$ cat src/inc/mmd_pkg.sv
/*
 * Shared constants and carrier types for the memory map decoder:
 * region boundaries of the 24-bit space, field positions and types.
 * Assumes a single 40 MHz clock domain and byte addresses.
 */
package mmd_pkg;
    localparam int AW = 24;
    localparam logic [23:0] IMB_LO = 24'hffff00;
    localparam logic [23:0] IMB_HI = 24'hffffff;
    localparam logic [23:0] EPS_LO = 24'he80000;
    localparam logic [23:0] EPS_HI = 24'he9bfff;
    localparam logic [23:0] EPS_MIR_HI = 24'hefffff;
    localparam logic [23:0] PS_LO = 24'he00000;
    localparam logic [23:0] PS_HI = 24'he1bfff;
    localparam logic [23:0] PS_MIR_HI = 24'he7ffff;
    localparam logic [23:0] RAM_SIZE = 24'h01c000;
    localparam int MIRROR_WRAPS = 4;
    localparam logic [23:0] FL_LO = 24'hc00000;
    localparam logic [23:0] FL_HI = 24'hd8ffff;
    localparam logic [23:0] FL6_LO = 24'hd80000;
    localparam logic [2:0] FL6_MOD = 3'h6;
    localparam logic [23:0] CTL_LO = 24'hc0f000;
    localparam logic [23:0] CTL_HI = 24'hc0ffff;
    localparam logic [23:0] XM_LO = 24'h400000;
    localparam logic [23:0] XM_HI = 24'hbfffff;
    localparam logic [23:0] IO_LO = 24'h210000;
    localparam logic [23:0] IO_HI = 24'h3fffff;
    localparam logic [23:0] LX_LO = 24'h200000;
    localparam logic [23:0] LX_HI = 24'h20bfff;
    localparam logic [23:0] LX_GAP_LO = 24'h206800;
    localparam logic [23:0] LX_GAP_HI = 24'h207fff;
    localparam logic [23:0] XL_LO = 24'h010000;
    localparam logic [23:0] XL_HI = 24'h1fffff;
    localparam logic [23:0] SPF_LO = 24'h00fe00;
    localparam logic [23:0] SPF_HI = 24'h00ffff;
    localparam logic [23:0] DP_LO = 24'h00f600;
    localparam logic [23:0] DP_HI = 24'h00fdff;
    localparam logic [23:0] DP_BIT_LO = 24'h00fd00;
    localparam logic [23:0] EXF_LO = 24'h00f000;
    localparam logic [23:0] EXF_HI = 24'h00f1ff;
    localparam logic [23:0] XR_LO = 24'h00e000;
    localparam logic [23:0] XR_HI = 24'h00efff;
    localparam logic [23:0] DS_LO = 24'h008000;
    localparam logic [23:0] DS_HI = 24'h00dfff;
    localparam logic [23:0] GPR_LAST = 24'h00001f;
    localparam logic [3:0] GPR_BYTE_MAX = 4'h7;
    localparam int FL_MODS = 7;
    localparam int CLUS_PER_MOD = 16;
    localparam int CLUS_W = FL_MODS * CLUS_PER_MOD;

    typedef enum logic [3:0] {
        TGT_RSV = 4'h0,
        TGT_EXT = 4'h1,
        TGT_FLASH = 4'h2,
        TGT_PROG_RAM = 4'h3,
        TGT_EMU_RAM = 4'h4,
        TGT_DATA_RAM = 4'h5,
        TGT_DUAL_RAM = 4'h6,
        TGT_SPECIAL = 4'h7,
        TGT_EXTENDED = 4'h8,
        TGT_XREG = 4'h9,
        TGT_LOCAL_BUS = 4'ha,
        TGT_IMB_REGS = 4'hb
    } mmd_tgt_t;

    typedef enum logic [1:0] {
        PW_LOCKED = 2'h0,
        PW_HALF = 2'h1,
        PW_OPEN = 2'h2
    } mmd_pw_t;

    typedef struct packed {
        logic valid;
        logic write;
        logic word;
        logic [23:0] addr;
    } mmd_req_t;

    typedef struct packed {
        logic valid;
        logic wr;
        mmd_tgt_t tgt;
        logic ext_cycle;
        logic strict;
        logic sys_bus;
        logic mirror;
        logic blocked;
        logic bit_ok;
        logic gpr_hit;
        logic [3:0] general_purpose_register;
        logic [7:0] seg;
        logic [1:0] page;
        logic [2:0] fmod;
        logic [5:0] fsec;
        logic [4:0] fblk;
        logic [23:0] off;
    } mmd_rsp_t;
endpackage

$ cat src/mmd_ecc.sv
/*
 * Single-error-correcting Hamming check of one read word, plus a
 * plain even-parity check over the data and check bit 0.
 * Assumes check bit k sits at code position 2**k; purely combinational.
 */
`timescale 1ns/100ps
module mmd_ecc #(
    parameter int DW = 16,
    parameter int CW = 5
) (
    input logic [DW-1:0] data,
    input logic [CW-1:0] chk,
    output logic [DW-1:0] fixed,
    output logic single_err,
    output logic par_err
);
    logic [CW-1:0] syn;

    // Code position of data bit i, skipping powers of two
    function automatic logic [CW-1:0] dpos(input int i);
        int p;
        p = i + 1;
        for (int k = 0; k < CW; k++) begin
            if (p >= (1 << k)) begin
                p = p + 1;
            end
        end
        return p[CW-1:0];
    endfunction

    always_comb begin
        syn = chk;
        for (int i = 0; i < DW; i++) begin
            if (data[i]) begin
                syn = syn ^ dpos(i);
            end
        end
    end

    always_comb begin
        for (int i = 0; i < DW; i++) begin
            fixed[i] = data[i] ^ (syn == dpos(i));
        end
    end

    assign single_err = |syn;
    assign par_err = ^{data, chk[0]};
endmodule

$ cat src/mmd_decoder.sv
/*
 * Address decoder and router for the unified 24-bit space: two request
 * ports (code fetch unit, data transfer unit), Flash unlock sequence and
 * read-data checking for Flash and on-chip SRAM.
 * Assumes requests and configuration come from logic on clk.
 */
// What this block does
// - 16 MB space, 64K segments, 16K pages
// - Byte and word accesses accepted, except byte to R8-R15
// - Reserved accesses go external or blocked
// - Flash control sector withheld from use
// - External IO region accesses strictly ordered
// - Data memories and registers in segment 0
// - Fetch unit owns program memory access
// - Data unit owns data RAM, peripherals
// - System bus joins both units concurrently
// - Program RAM protected section blocks writes
// - Dual-port RAM top, GPRs bit addressable
// - Sixteen word GPRs, eight byte-split
// - Flash is 64K plus six 256K modules
// - Sectors erased, programmed in 128-byte blocks
// - Write protect per cluster, erase per sector
// - Flash read protection, password unlocks temporarily
// - Wide Flash reads, modules work in parallel
// - Every Flash read passes error correction
// - Parity error blocks use of SRAM data when ECC is off
// - ECC corrects single-bit errors automatically
`timescale 1ns/100ps
module mmd_decoder #(
    parameter int FLASH_W = 128,
    parameter int FLASH_CW = 8,
    parameter int SRAM_W = 16,
    parameter int SRAM_CW = 5
) (
    input logic clk,
    input logic reset_n,
    input mmd_pkg::mmd_req_t fetch_req,
    input mmd_pkg::mmd_req_t data_req,
    output logic fetch_ready,
    output logic data_ready,
    output mmd_pkg::mmd_rsp_t fetch_rsp,
    output mmd_pkg::mmd_rsp_t data_rsp,
    input logic ext_bus_en,
    input logic [23:0] context_ptr,
    input logic [23:0] prog_ram_wp_size,
    input logic [mmd_pkg::CLUS_W-1:0] flash_wp,
    input logic read_prot_en,
    input logic pw_strobe,
    input logic [15:0] pw_word,
    input logic [31:0] pw_key,
    input logic relock,
    input logic flash_rvalid,
    input logic [FLASH_W-1:0] flash_rdata,
    input logic [FLASH_CW-1:0] flash_rchk,
    output logic flash_dvalid,
    output logic [FLASH_W-1:0] flash_data,
    output logic flash_fixed,
    output logic flash_unlocked,
    input logic sram_rvalid,
    input logic [SRAM_W-1:0] sram_rdata,
    input logic [SRAM_CW-1:0] sram_rchk,
    input logic ecc_en,
    input logic par_en,
    output logic sram_dvalid,
    output logic [SRAM_W-1:0] sram_data,
    output logic sram_fixed,
    output logic sram_perr
);
    typedef struct packed {
        mmd_pkg::mmd_rsp_t f;
        mmd_pkg::mmd_rsp_t d;
        mmd_pkg::mmd_pw_t pw;
        logic fl_valid;
        logic [FLASH_W-1:0] fl_data;
        logic fl_fixed;
        logic sr_valid;
        logic [SRAM_W-1:0] sr_data;
        logic sr_fixed;
        logic sr_perr;
    } mmd_state_t;

    mmd_state_t st;
    mmd_state_t next_st;
    mmd_pkg::mmd_rsp_t nf;
    mmd_pkg::mmd_rsp_t nd;
    logic [FLASH_W-1:0] fl_fix;
    logic fl_err;
    logic [SRAM_W-1:0] sr_fix;
    logic sr_err;
    logic sr_par;
    logic unlocked;
    logic conflict;

    function automatic logic in_rng(input logic [23:0] a, input logic [23:0] lo,
                                    input logic [23:0] hi);
        return (a >= lo) && (a <= hi);
    endfunction

    function automatic mmd_pkg::mmd_tgt_t decode(input logic [23:0] a);
        decode = mmd_pkg::TGT_RSV;
        if (in_rng(a, mmd_pkg::IMB_LO, mmd_pkg::IMB_HI)) begin
            decode = mmd_pkg::TGT_IMB_REGS;
        end else if (in_rng(a, mmd_pkg::EPS_LO, mmd_pkg::EPS_MIR_HI)) begin
            decode = mmd_pkg::TGT_EMU_RAM;
        end else if (in_rng(a, mmd_pkg::PS_LO, mmd_pkg::PS_MIR_HI)) begin
            decode = mmd_pkg::TGT_PROG_RAM;
        end else if (in_rng(a, mmd_pkg::FL_LO, mmd_pkg::FL_HI)) begin
            decode = mmd_pkg::TGT_FLASH;
        end else if (in_rng(a, mmd_pkg::XM_LO, mmd_pkg::XM_HI)
                     || in_rng(a, mmd_pkg::IO_LO, mmd_pkg::IO_HI)
                     || in_rng(a, mmd_pkg::XL_LO, mmd_pkg::XL_HI)
                     || a <= mmd_pkg::DS_LO - 24'h000001) begin
            decode = mmd_pkg::TGT_EXT;
        end else if (in_rng(a, mmd_pkg::LX_LO, mmd_pkg::LX_HI)
                     && !in_rng(a, mmd_pkg::LX_GAP_LO, mmd_pkg::LX_GAP_HI)) begin
            decode = mmd_pkg::TGT_LOCAL_BUS;
        end else if (in_rng(a, mmd_pkg::SPF_LO, mmd_pkg::SPF_HI)) begin
            decode = mmd_pkg::TGT_SPECIAL;
        end else if (in_rng(a, mmd_pkg::DP_LO, mmd_pkg::DP_HI)) begin
            decode = mmd_pkg::TGT_DUAL_RAM;
        end else if (in_rng(a, mmd_pkg::EXF_LO, mmd_pkg::EXF_HI)) begin
            decode = mmd_pkg::TGT_EXTENDED;
        end else if (in_rng(a, mmd_pkg::XR_LO, mmd_pkg::XR_HI)) begin
            decode = mmd_pkg::TGT_XREG;
        end else if (in_rng(a, mmd_pkg::DS_LO, mmd_pkg::DS_HI)) begin
            decode = mmd_pkg::TGT_DATA_RAM;
        end
    endfunction

    // mirror windows fold onto base RAM
    function automatic logic [23:0] wrap(input logic [23:0] o);
        logic [23:0] w;
        w = o;
        for (int k = 0; k < mmd_pkg::MIRROR_WRAPS; k++) begin
            if (w >= mmd_pkg::RAM_SIZE) begin
                w = w - mmd_pkg::RAM_SIZE;
            end
        end
        return w;
    endfunction

    function automatic mmd_pkg::mmd_rsp_t build(input mmd_pkg::mmd_req_t rq,
                                                input logic fetch);
        mmd_pkg::mmd_rsp_t r;
        logic [23:0] a;
        logic [23:0] g;
        logic prog;
        r = '0;
        // word access uses the even byte
        a = {rq.addr[23:1], rq.addr[0] & ~rq.word};
        r.valid = rq.valid;
        r.wr = rq.write;
        r.tgt = decode(a);
        r.seg = a[23:16];
        r.page = a[15:14];
        r.off = a;
        case (r.tgt)
            mmd_pkg::TGT_PROG_RAM: begin
                r.off = wrap(a - mmd_pkg::PS_LO);
                r.mirror = a > mmd_pkg::PS_HI;
            end
            mmd_pkg::TGT_EMU_RAM: begin
                r.off = wrap(a - mmd_pkg::EPS_LO);
                r.mirror = a > mmd_pkg::EPS_HI;
            end
            mmd_pkg::TGT_FLASH: begin
                r.off = a - mmd_pkg::FL_LO;
                r.fmod = (a >= mmd_pkg::FL6_LO) ? mmd_pkg::FL6_MOD : r.off[20:18];
                r.fsec = r.off[17:12];
                r.fblk = r.off[11:7];
            end
            default: r.off = a;
        endcase
        if (r.tgt == mmd_pkg::TGT_RSV) begin
            r.ext_cycle = ext_bus_en;
            r.blocked = !ext_bus_en;
        end
        if (r.tgt == mmd_pkg::TGT_EXT) begin
            r.ext_cycle = 1'b1;
        end
        r.strict = in_rng(a, mmd_pkg::IO_LO, mmd_pkg::IO_HI);
        if (in_rng(a, mmd_pkg::CTL_LO, mmd_pkg::CTL_HI)) begin
            r.blocked = 1'b1;
        end
        prog = r.tgt inside {mmd_pkg::TGT_FLASH, mmd_pkg::TGT_PROG_RAM,
                             mmd_pkg::TGT_EMU_RAM};
        // data unit serves data side locally
        if (fetch) begin
            r.sys_bus = !prog;
        end else begin
            r.sys_bus = prog || r.ext_cycle || r.tgt == mmd_pkg::TGT_LOCAL_BUS;
        end
        if (r.tgt == mmd_pkg::TGT_PROG_RAM && rq.write
            && r.off < prog_ram_wp_size) begin
            r.blocked = 1'b1;
        end
        g = a - context_ptr;
        r.gpr_hit = r.tgt == mmd_pkg::TGT_DUAL_RAM && g <= mmd_pkg::GPR_LAST;
        r.general_purpose_register = g[4:1];
        r.bit_ok = (r.tgt == mmd_pkg::TGT_DUAL_RAM && (a >= mmd_pkg::DP_BIT_LO
                    || r.gpr_hit)) || r.tgt == mmd_pkg::TGT_SPECIAL
                   || r.tgt == mmd_pkg::TGT_EXTENDED;
        // byte halves only for R0 to R7
        if (r.gpr_hit && !rq.word && r.general_purpose_register > mmd_pkg::GPR_BYTE_MAX) begin
            r.blocked = 1'b1;
        end
        if (r.tgt == mmd_pkg::TGT_FLASH && !unlocked) begin
            // cluster bit guards program and erase
            if (rq.write && flash_wp[{r.fmod, r.fsec[5:2]}]) begin
                r.blocked = 1'b1;
            end
            if (!rq.write && !fetch && read_prot_en) begin
                r.blocked = 1'b1;
            end
        end
        return r;
    endfunction

    mmd_ecc #(
        .DW(FLASH_W),
        .CW(FLASH_CW)
    ) u_flash_ecc (
        .data(flash_rdata),
        .chk(flash_rchk),
        .fixed(fl_fix),
        .single_err(fl_err),
        .par_err()
    );

    mmd_ecc #(
        .DW(SRAM_W),
        .CW(SRAM_CW)
    ) u_sram_ecc (
        .data(sram_rdata),
        .chk(sram_rchk),
        .fixed(sr_fix),
        .single_err(sr_err),
        .par_err(sr_par)
    );

    assign unlocked = st.pw == mmd_pkg::PW_OPEN;
    always_comb nf = build(fetch_req, 1'b1);
    always_comb nd = build(data_req, 1'b0);
    // same module conflict stalls data side
    assign conflict = nf.valid && nd.valid && nf.tgt == mmd_pkg::TGT_FLASH
                      && nd.tgt == mmd_pkg::TGT_FLASH && nf.fmod == nd.fmod;
    assign fetch_ready = 1'b1;
    assign data_ready = !conflict;

    always_comb begin
        next_st = st;
        next_st.f = nf;
        next_st.d = nd;
        next_st.d.valid = nd.valid && !conflict;
        case (st.pw)
            mmd_pkg::PW_LOCKED: begin
                if (pw_strobe && pw_word == pw_key[31:16]) begin
                    next_st.pw = mmd_pkg::PW_HALF;
                end
            end
            mmd_pkg::PW_HALF: begin
                if (pw_strobe) begin
                    next_st.pw = (pw_word == pw_key[15:0]) ? mmd_pkg::PW_OPEN
                                                            : mmd_pkg::PW_LOCKED;
                end
            end
            mmd_pkg::PW_OPEN: next_st.pw = mmd_pkg::PW_OPEN;
            default: next_st.pw = mmd_pkg::PW_LOCKED;
        endcase
        if (relock) begin
            next_st.pw = mmd_pkg::PW_LOCKED;
        end
        next_st.fl_valid = flash_rvalid;
        next_st.fl_data = fl_fix;
        next_st.fl_fixed = flash_rvalid && fl_err;
        next_st.sr_valid = sram_rvalid;
        next_st.sr_data = sram_rdata;
        next_st.sr_fixed = 1'b0;
        next_st.sr_perr = 1'b0;
        if (ecc_en) begin
            next_st.sr_data = sr_fix;
            next_st.sr_fixed = sram_rvalid && sr_err;
        end else if (par_en && sr_par) begin
            next_st.sr_valid = 1'b0;
            next_st.sr_perr = sram_rvalid;
        end
    end

    always_ff @(posedge clk) begin
        if (!reset_n) begin
            st <= '0;
        end else begin
            st <= next_st;
        end
    end

    assign fetch_rsp = st.f;
    assign data_rsp = st.d;
    assign flash_dvalid = st.fl_valid;
    assign flash_data = st.fl_data;
    assign flash_fixed = st.fl_fixed;
    assign flash_unlocked = unlocked;
    assign sram_dvalid = st.sr_valid;
    assign sram_data = st.sr_data;
    assign sram_fixed = st.sr_fixed;
    assign sram_perr = st.sr_perr;

    chk_ctrl_sector: assert property (
        @(posedge clk) disable iff (!reset_n)
        fetch_req.valid && in_rng(fetch_req.addr, mmd_pkg::CTL_LO, mmd_pkg::CTL_HI)
        |=> fetch_rsp.valid && fetch_rsp.blocked)
        else $error("control sector access not blocked");

    chk_io_strict: assert property (
        @(posedge clk) disable iff (!reset_n)
        data_req.valid && data_ready
        && in_rng(data_req.addr, mmd_pkg::IO_LO, mmd_pkg::IO_HI)
        |=> data_rsp.strict && data_rsp.ext_cycle && !data_rsp.blocked)
        else $error("external IO access not strict");

    chk_rsv_route: assert property (
        @(posedge clk) disable iff (!reset_n)
        data_rsp.valid && data_rsp.tgt == mmd_pkg::TGT_RSV
        |-> data_rsp.ext_cycle == $past(ext_bus_en) && data_rsp.blocked == !data_rsp.ext_cycle)
        else $error("reserved access routed wrongly");

    chk_sys_seg: assert property (
        @(posedge clk) disable iff (!reset_n)
        data_rsp.valid && data_rsp.tgt inside {mmd_pkg::TGT_DATA_RAM,
            mmd_pkg::TGT_DUAL_RAM, mmd_pkg::TGT_SPECIAL, mmd_pkg::TGT_EXTENDED}
        |-> data_rsp.seg == 8'h00)
        else $error("system target outside segment 0");

    chk_ram_wp: assert property (
        @(posedge clk) disable iff (!reset_n)
        data_rsp.valid && data_rsp.wr && data_rsp.tgt == mmd_pkg::TGT_PROG_RAM
        && data_rsp.off < $past(prog_ram_wp_size) |-> data_rsp.blocked)
        else $error("protected program RAM write passed");

    chk_flash_par: assert property (
        @(posedge clk) disable iff (!reset_n)
        fetch_req.valid && data_req.valid && nf.tgt == mmd_pkg::TGT_FLASH
        && nd.tgt == mmd_pkg::TGT_FLASH && nf.fmod != nd.fmod
        |-> data_ready ##1 fetch_rsp.valid && data_rsp.valid)
        else $error("parallel Flash modules stalled");

    chk_fetch_local: assert property (
        @(posedge clk) disable iff (!reset_n)
        fetch_rsp.valid && fetch_rsp.tgt inside {mmd_pkg::TGT_FLASH,
            mmd_pkg::TGT_PROG_RAM} |-> !fetch_rsp.sys_bus)
        else $error("program fetch sent over system bus");

    chk_pw_unlock: assert property (
        @(posedge clk) disable iff (!reset_n)
        st.pw == mmd_pkg::PW_LOCKED && pw_strobe && pw_word == pw_key[31:16] && !relock
        ##1 pw_strobe && pw_word == pw_key[15:0] && !relock
        |=> flash_unlocked)
        else $error("password sequence did not unlock");

    chk_sram_par: assert property (
        @(posedge clk) disable iff (!reset_n)
        sram_rvalid && par_en && !ecc_en && sr_par
        |=> !sram_dvalid && sram_perr)
        else $error("parity error data was released");

    chk_mirror_off: assert property (
        @(posedge clk) disable iff (!reset_n)
        fetch_rsp.valid && fetch_rsp.mirror |-> fetch_rsp.off < mmd_pkg::RAM_SIZE)
        else $error("mirror offset beyond base RAM");
endmodule

$ cat config.mk
export PLATFORM = sky130hd
export DESIGN_NAME = mmd_decoder
export DESIGN_NICKNAME = d
export VERILOG_FILES = /design/src/inc/mmd_pkg.sv /design/src/mmd_ecc.sv /design/src/mmd_decoder.sv
export SDC_FILE = /design/constraint.sdc
export NUM_CORES = 1
export LEC_CHECK = 0
export BUFFER_PORTS_ARGS = -buffer_cell sky130_fd_sc_hd__buf_2
export CAP_MARGIN = 25
export CORE_AREA = 4 4 275 277
export CTS_BUF_LIST = sky130_fd_sc_hd__clkbuf_16
export CTS_CLUSTER_DIAMETER = 80
export DETAILED_ROUTE_END_ITERATION = 6
export DIE_AREA = 0 0 279 281
export PLACE_DENSITY = 0.66
export SLEW_MARGIN = 20
export SYNTH_ARGS = -nofsm -noshare
export SYNTH_HDL_FRONTEND = slang
export SYNTH_SLANG_ARGS = --single-unit
$ cat constraint.sdc
create_clock -name clk -period 8.82 [get_ports clk]
set_input_delay 0.441 -clock clk [delete_from_list [all_inputs] [get_ports clk]]
set_output_delay 0.441 -clock clk [all_outputs]
set_load 0.02 [all_outputs]
==> impl_summary.txt, run 1 <==
----------------------------------------------------
[Floorplan]
  Height of the die ... 281 µm
  Initial cell density of the core ... about two fifths
  Number of ports placed on the die boundary ... 711
  Core Rows ... 99
  Horiz. Die Dim ... 279 µm
  Core area ... ~73,000 µm²
  Total Die Area ... roughly 80,000 µm²

[Pwr]
  Combinational power share ... 56.8%
  Part of the power in registers ... ~20%
  Power consumption ... around 7 mW
  Maximum VDD drop ... 0.0003497 V
  Internal Pwr Total ... around 3.5 mW
  Switching power summed over all nets ... 3.585 mW
  Portion of total power attributed to the clock network ... 23.1%
  Switching share of total power ... 50.58%
  Leakage power figure ... 13.52 nW
  Power density cells ... 218.9 nW/µm²

[Worst setup path]
  Critical Path End ... data_rsp[54]
  Critical Path Sink Type ... flip-flop
  Length in cells of the worst reg-to-reg path ... 5
  Critical path's most frequent cell ... ha_1
  Arrival time reported for the critical path endpoint ... 8.40 ns
  Max FO, Critical Path ... 11
  CP Data Required Time ... 9.34 ns
  Critical path's largest stage delay ... 0.50 ns
  Reg2reg setup slack ... 7.10 ns
  Kind of critical path ... input pin to flip-flop
  Startpoint kind of the worst setup timing path ... input pin
  Launching instance or port of the critical path ... data_req[22]
  Standard cell with the maximum stage delay on the critical path ... or3b_2
  Reg-to-reg startpoint ... st[149]
  Capturing point of the worst reg2reg path ... fetch_rsp[54]

[Placement]
  Quantity of I/O buffers inserted on ports ... 709
  Post-place instance area ... 31,000 µm²
  Global placer's final weighted congestion ... 1.005
  Final HPWL DP ... about 100 mm
  DP Worst Slack ... just over 0.5 ns

[Layout]
  Cell area after layout ... 32,380 µm²
  Area delta synth->final ... 13.17%
  Share of layout cells above drive strength 1 ... a little under a quarter
  Final net count ... around 4.6k

[Global route]
  Wire length of the first global-routing pass ... 183.1 mm
  Pin count of the biggest net entering global routing ... 120
  Antenna violations before repair ... 30
  All-layer global routing usage ... 30.72%
  GRT overflow ... 0
  Via count of the first global-routing pass ... 28.19k

[Clock network]
  Clock latency reported for the late side of the worst-skew pair ... roughly 0.57 ns
  Buffers from clock root to sink, at most ... 3
  Clock-pin slew on the worst setup and hold paths ... 0.06 ns
  TritonCTS clock tree ... yes
  Total CTS buffers ... 38
  # resized after CTS ... 0
  Number of buffers added for setup after CTS ... 0
  Number of hold-repair buffers added at the cts stage ... 0
  Number of clock sinks ... 281
  Deepest level of the CTS H-tree ... 2
  Root buffer selected by CTS ... clkbuf_16

[Timing]
  Hold Slack ... 0.09062 ns
  Total of endpoints with negative setup slack in the final report ... 0
  Setup Total Neg Slack ... 0 ns
  Peak clock frequency supported by timing ... 126.8 MHz
  Tmin final ... roughly 8 ns
  Final period utilization ... 89.40%
  Slew Viols, Final ... 0
  Max-Slew Margin vs Limit ... 30.79%
  Final count of hold timing violations ... 0
  Worst path setup slack after routing ... 0.9345 ns
  Clock tree skew after final layout ... approximately 0.0052 ns
  Setup repair after global routing missed its margin ... false
  Least-Margin Pin Slew ... about 1.0 ns

[Synthesis]
  Asr flop ratio synth ... 0%
  Mean area per synthesized cell ... 7.814 µm²
  Cell area after technology mapping ... 28,620 µm²
  Most used flip-flop cell after synthesis ... dfxtp_1
  Number of synthesis warnings ... 0
  Flop and latch count out of synthesis ... 281
  Number of library cell types mapped by synthesis ... 124
  Total nets after synthesis ... roughly 4.2k
  Number of enable flip-flop cells after synthesis ... 0
  Post-Synthesis Cells ... 3,662
  Sequential fraction of the synthesis area ... 19.66%

[Route]
  First-pass iteration count of the detailed router ... 7
  Vias ... approximately 30k
  WL final ... between 100 and 150 mm
  Drt first-iter violations ... 2,667
  Number of DRC violations after detailed routing ... 1
  Count of nets left with antenna violations after detail routing ... 0
  WL/cell ... 25.54 µm
  Via density ... just under 6

[Status]
  Violated checks ... DRC
  Result of the run ... complete, but fails checks

[Min path]
  Hold/Removal Path Class ... input pin to flip-flop
  Worst min-delay path startpoint ... par_en

[Flow run]
  Number of max-capacitance violations reported ... 0

----------------------------------------------------
-- area by class of cell --
type,count,area (µm²)
tap,959,1200
inverter,126,478.0
antenna,12,30.03
sequential,281,5625
fill,7364,40450
timing repair buffer,773,4050
clock inverter,31,334.1
multi-input combinational,2796,19690
clock buffer,39,975.9
-- logic make-up (layout without fill, tap and decap cells) --
group / Yosys count / count (layout) / share of synthesized area (%)
and+or+nand+nor: 1172 / 1172 / 21.91
AOI/OAI and AO/OA: 942 / 942 / 21.77
buffers and inverters: 585 / 969 / 11.56
xor gates and xnor gates: 430 / 430 / 13.31
DFF: 281 / 281 / 19.66
adders and majority gates: 141 / 141 / 6.209
muxes: 110 / 110 / 5.579
other: 1 / 13 / 0.01310
-- metal layers --
layer,track usage (%),wire (µm),up-vias
li1,-,-,13690
met1,34.17,46450,13960
met2,53.94,61360,1671
met3,6.405,10950,402
met4,18.75,9244,20
met5,0,120,-
-- state kept, by name (all words and copies together), names as in the netlist --
name          flops
data_rsp         65
fetch_rsp        65
flash_data      128
flash_dvalid      1
flash_fixed       1
sram_data        16
sram_dvalid       1
sram_fixed        1
sram_perr         1
st                2
-- synth_stat cells, types with 30 or more instances --
| library cell | number | area share, % |
|---|---|---|
| nor2_1 | 207 | 2.7 |
| clkbuf_1 | 131 | 1.7 |
| xnor2_1 | 332 | 10 |
| or3_1 | 167 | 3.7 |
| a21o_1 | 30 | 0.79 |
| nand2_1 | 227 | 3.0 |
| and2_1 | 89 | 1.9 |
| o21a_1 | 34 | 0.89 |
| mux4_2 | 37 | 2.9 |
| nand4_1 | 61 | 1.3 |
| nand2b_1 | 34 | 0.74 |
| inv_1 | 121 | 1.6 |
| xor2_1 | 94 | 2.9 |
| a21oi_1 | 268 | 4.7 |
| nor4_1 | 35 | 0.77 |
| and3_1 | 33 | 0.72 |
| nor3_1 | 77 | 1.3 |
| a31oi_1 | 50 | 1.1 |
| o21ai_0 | 222 | 3.9 |
| nor2b_1 | 36 | 0.79 |
| ha_1 | 138 | 6.0 |
| buf_4 | 284 | 7.5 |
| dfxtp_1 | 281 | 20 |
| o211ai_1 | 33 | 0.87 |
| a211oi_1 | 30 | 0.79 |
| nand3_1 | 100 | 1.7 |
| mux2i_1 | 50 | 1.7 |
-- stage by stage --
| step | utilization (%) | cells |
|---|---|---|
| 2_1_floorplan | - | 3662 |
| 3_3_place_gp | 42.57 | 4932 |
| 3_5_place_dp | 42.57 | 4932 |
| 4_1_cts | 44.36 | 5002 |
| 5_1_grt | 44.45 | 5013 |
| 6_report | 44.46 | 5017 |
-- power groups by stage --
stage / sequential (mW) / clock (mW) / combinational, mW
final: 1.42 / 1.64 / 4.02
after global placement: 1.45 / 0 / 3.84
after detailed placement: 1.45 / 0 / 3.87
after CTS: 1.42 / 1.67 / 3.89
after global routing: 1.43 / 1.72 / 4.29
after floorplan: 1.44 / 0 / 2.79
-- worst max-delay path, delay by kind of cell --
family	cells	cell delay [ns]
XOR/XNOR	2	0.42
AND/OR/NAND/NOR	14	2.87
AO/OA/AOI/OAI	13	2.16
buffers and inverters	4	0.64
adder cells (fa/ha/maj)	5	1.47
multiplexers	1	0.40
-- placed cells by master (no fill, tap or decap), drive strengths merged, types with 30 or more instances in the layout --
cell type	instances
a211oi	33
a21o	30
a21oi	271
a31oi	51
and2	91
and3	34
buf	773
clkbuf	39
dfxtp	281
ha	138
inv	135
mux2i	50
mux4	37
nand2	228
nand2b	34
nand3	103
nand4	64
nor2	209
nor2b	36
nor3	83
nor4	36
o211ai	33
o21a	34
o21ai	233
or3	167
xnor2	334
xor2	94
-- worst min-delay path by stage --
stage | endpoint | slack [ns] | cells past startpoint
2_1_floorplan | st[149] | 0.42 | 1
3_3_place_gp | st[149] | 0.45 | 1
3_5_place_dp | st[149] | 0.45 | 1
4_1_cts | sram_dvalid | 0.07 | 2
5_1_grt | sram_dvalid | 0.08 | 2
6_report | sram_dvalid | 0.09 | 2
(Power assumes the default switching activity.)
==> inputs of run 2 (changes only) <==
- RECOVER_POWER: default -> 100
==> run 2 against run 1 <==
The flow finishes with violations (capacitance limit, slew limit); non-clock buffer count unchanged; sequential power about the same; clock-buffer cell count unchanged; clock power about the same; core utilization down 0.55 points; global-route usage unchanged; setup slack worse by 0.021 ns; critical path depth unchanged; final area down 1.2%; total power down 0.49%; critical endpoint unchanged.
==> impl_summary.txt, run 2 (same netlist as run 1, synthesis figures left out) <==
----------------------------------------------------
[Placement]
  Post-place instance area ... 31,000 µm²
  Quantity of I/O buffers inserted on ports ... 709
  Final HPWL DP ... between 100 and 150 mm
  Total instance count after detailed placement ... 4,932
  Global placer's final weighted congestion ... 1.005
  DP Worst Slack ... roughly 0.51 ns

[Layout]
  Sequential cell area ... 5625 µm²
  Final net count ... 4,585
  Largest register FFs ... 128
  Final Core Density ... 43.91%
  Area delta synth->final ... 11.77%
  Number of cells in the finished layout apart from fillers ... 5,017
  Count of filler cells inserted in the layout ... between 7k and 8k
  Cell area after layout ... 31,980 µm²
  Most common library cell in the layout ignoring fill and taps ... buf_2
  Highest-count cells in the layout ignoring fill and taps ... buf_2 (425), xnor2_1 (332), clkbuf_1 (291), dfxtp_1 (281), a21oi_1 (268)
  Area taken by multi-input logic gates ... just under 20,000 µm²
  Share of layout cells above drive strength 1 ... 16.73%

[Clock network]
  TritonCTS clock tree ... yes
  Deepest level of the CTS H-tree ... 2
  Total CTS buffers ... 38
  Clock latency reported for the late side of the worst-skew pair ... 0.57 ns
  Number of clock sinks ... around 280
  Number of buffers added for setup after CTS ... 0
  Number of hold-repair buffers added at the cts stage ... 0
  Buffers from clock root to sink, at most ... 3
  Clock-pin slew on the worst setup and hold paths ... 0.06 ns
  # resized after CTS ... 0
  Root buffer selected by CTS ... clkbuf_16

[Floorplan]
  Number of ports placed on the die boundary ... 711
  Core Rows ... just under 100
  Height of the die ... 281 µm
  Total Die Area ... approximately 78,000 µm²
  Core area ... between 70,000 and 80,000 µm²
  Initial cell density of the core ... 39.29%
  Horiz. Die Dim ... 279 µm

[Pwr]
  Power density cells ... 220.5 nW/µm²
  Power consumption ... 7.053 mW
  Leakage power figure ... about 12 nW
  Maximum VDD drop ... 0.0003465 V

[Global route]
  Antenna violations before repair ... 30
  Wire length of the first global-routing pass ... 183.1 mm
  Via count of the first global-routing pass ... 28.19k
  All-layer global routing usage ... a little under a third
  Pin count of the biggest net entering global routing ... 120
  GRT overflow ... 0

[Worst setup path]
  Arrival time reported for the critical path endpoint ... 8.42 ns
  CP Data Required Time ... between 9 and 10 ns
  Max FO, Critical Path ... 11
  Startpoint kind of the worst setup timing path ... input pin
  Critical Path Sink Type ... flip-flop
  Critical path's largest stage delay ... roughly 0.5 ns
  Kind of critical path ... input pin to flip-flop
  Critical path's most frequent cell ... ha_1
  Standard cell with the maximum stage delay on the critical path ... or3b_2

[Route]
  Number of DRC violations after detailed routing ... 0
  First-pass iteration count of the detailed router ... 7
  WL/cell ... 25.55 µm
  Vias ... 29.82k
  Count of nets left with antenna violations after detail routing ... 0
  Via density ... 5.944
  Drt first-iter violations ... about 2.8k
  WL final ... 128.2 mm

[Timing]
  Final count of hold timing violations ... 0
  Peak clock frequency supported by timing ... around 130 MHz
  Worst path setup slack after routing ... ~0.9 ns
  Setup repair after global routing missed its margin ... false
  Total of endpoints with negative setup slack in the final report ... 0
  Clock tree skew after final layout ... 0.006431 ns
  Least-Margin Pin Slew ... 4.479 ns
  Slew Viols, Final ... 265
  Final period utilization ... 89.65%
  Tmin final ... just under 8 ns
  Setup Total Neg Slack ... 0 ns
  Max-Slew Margin vs Limit ... -198.6%
  Hold Slack ... 0.08951 ns

[Status]
  Result of the run ... complete, but fails checks
  Violated checks ... capacitance limit, slew limit

[Flow run]
  Number of max-capacitance violations reported ... 5

[Min path]
  Hold/Removal Path Class ... input pin to flip-flop

----------------------------------------------------
-- run 2: cell count changes in the layout (fill, tap and decap cells not counted), sizes merged --
| cell | before | now |
|---|---|---|
| buf | 773 | 482 |
| clkbuf | 39 | 330 |
| clkinvlp | 3 | 4 |
| inv | 135 | 134 |
-- run 2: worst max-delay path: cells and delay by family --
kind	cells	cell delay [ns]
multiplexers	1	0.40
adder cells (fa/ha/maj)	5	1.47
AND/OR/NAND/NOR	14	2.92
AO/OA/AOI/OAI	13	2.16
XOR/XNOR	2	0.40
buffers and inverters	4	0.63
-- run 2: area by class of cell --
type	count	share of cell area, %
diodes	12	0.09389
clock buffers	39	3.051
clock inverters	31	1.045
inverters	126	1.483
multi-input cells	2796	61.52
flip-flops and latches	281	17.59
well taps	959	3.752
repair buffers	773	11.46
-- run 2: layer usage --
layer  up-vias  track usage (%)  part of all wire, %
met5         -                0                0.094
met4        20            18.75                  7.3
met3       428            6.405                  8.6
met2      1648            53.94                   48
met1     14030            34.17                   36
li1      13700                -                    -
-- run 2: report_power, final --
| group | switching [mW] | internal, mW |
|---|---|---|
| combinational | 2.86 | 1.12 |
| clock | 0.675 | 0.967 |
| sequential | 0.0403 | 1.39 |
-- run 2: final timing paths --
check                from       endpoint  slack [ns]  depth (start not counted)
min reg2reg       st[150]        st[149]        0.45                          1
max          data_req[22]   data_rsp[54]        0.91                         39
min                par_en    sram_dvalid        0.09                          2
max reg2reg       st[149]  fetch_rsp[54]        7.11                          5
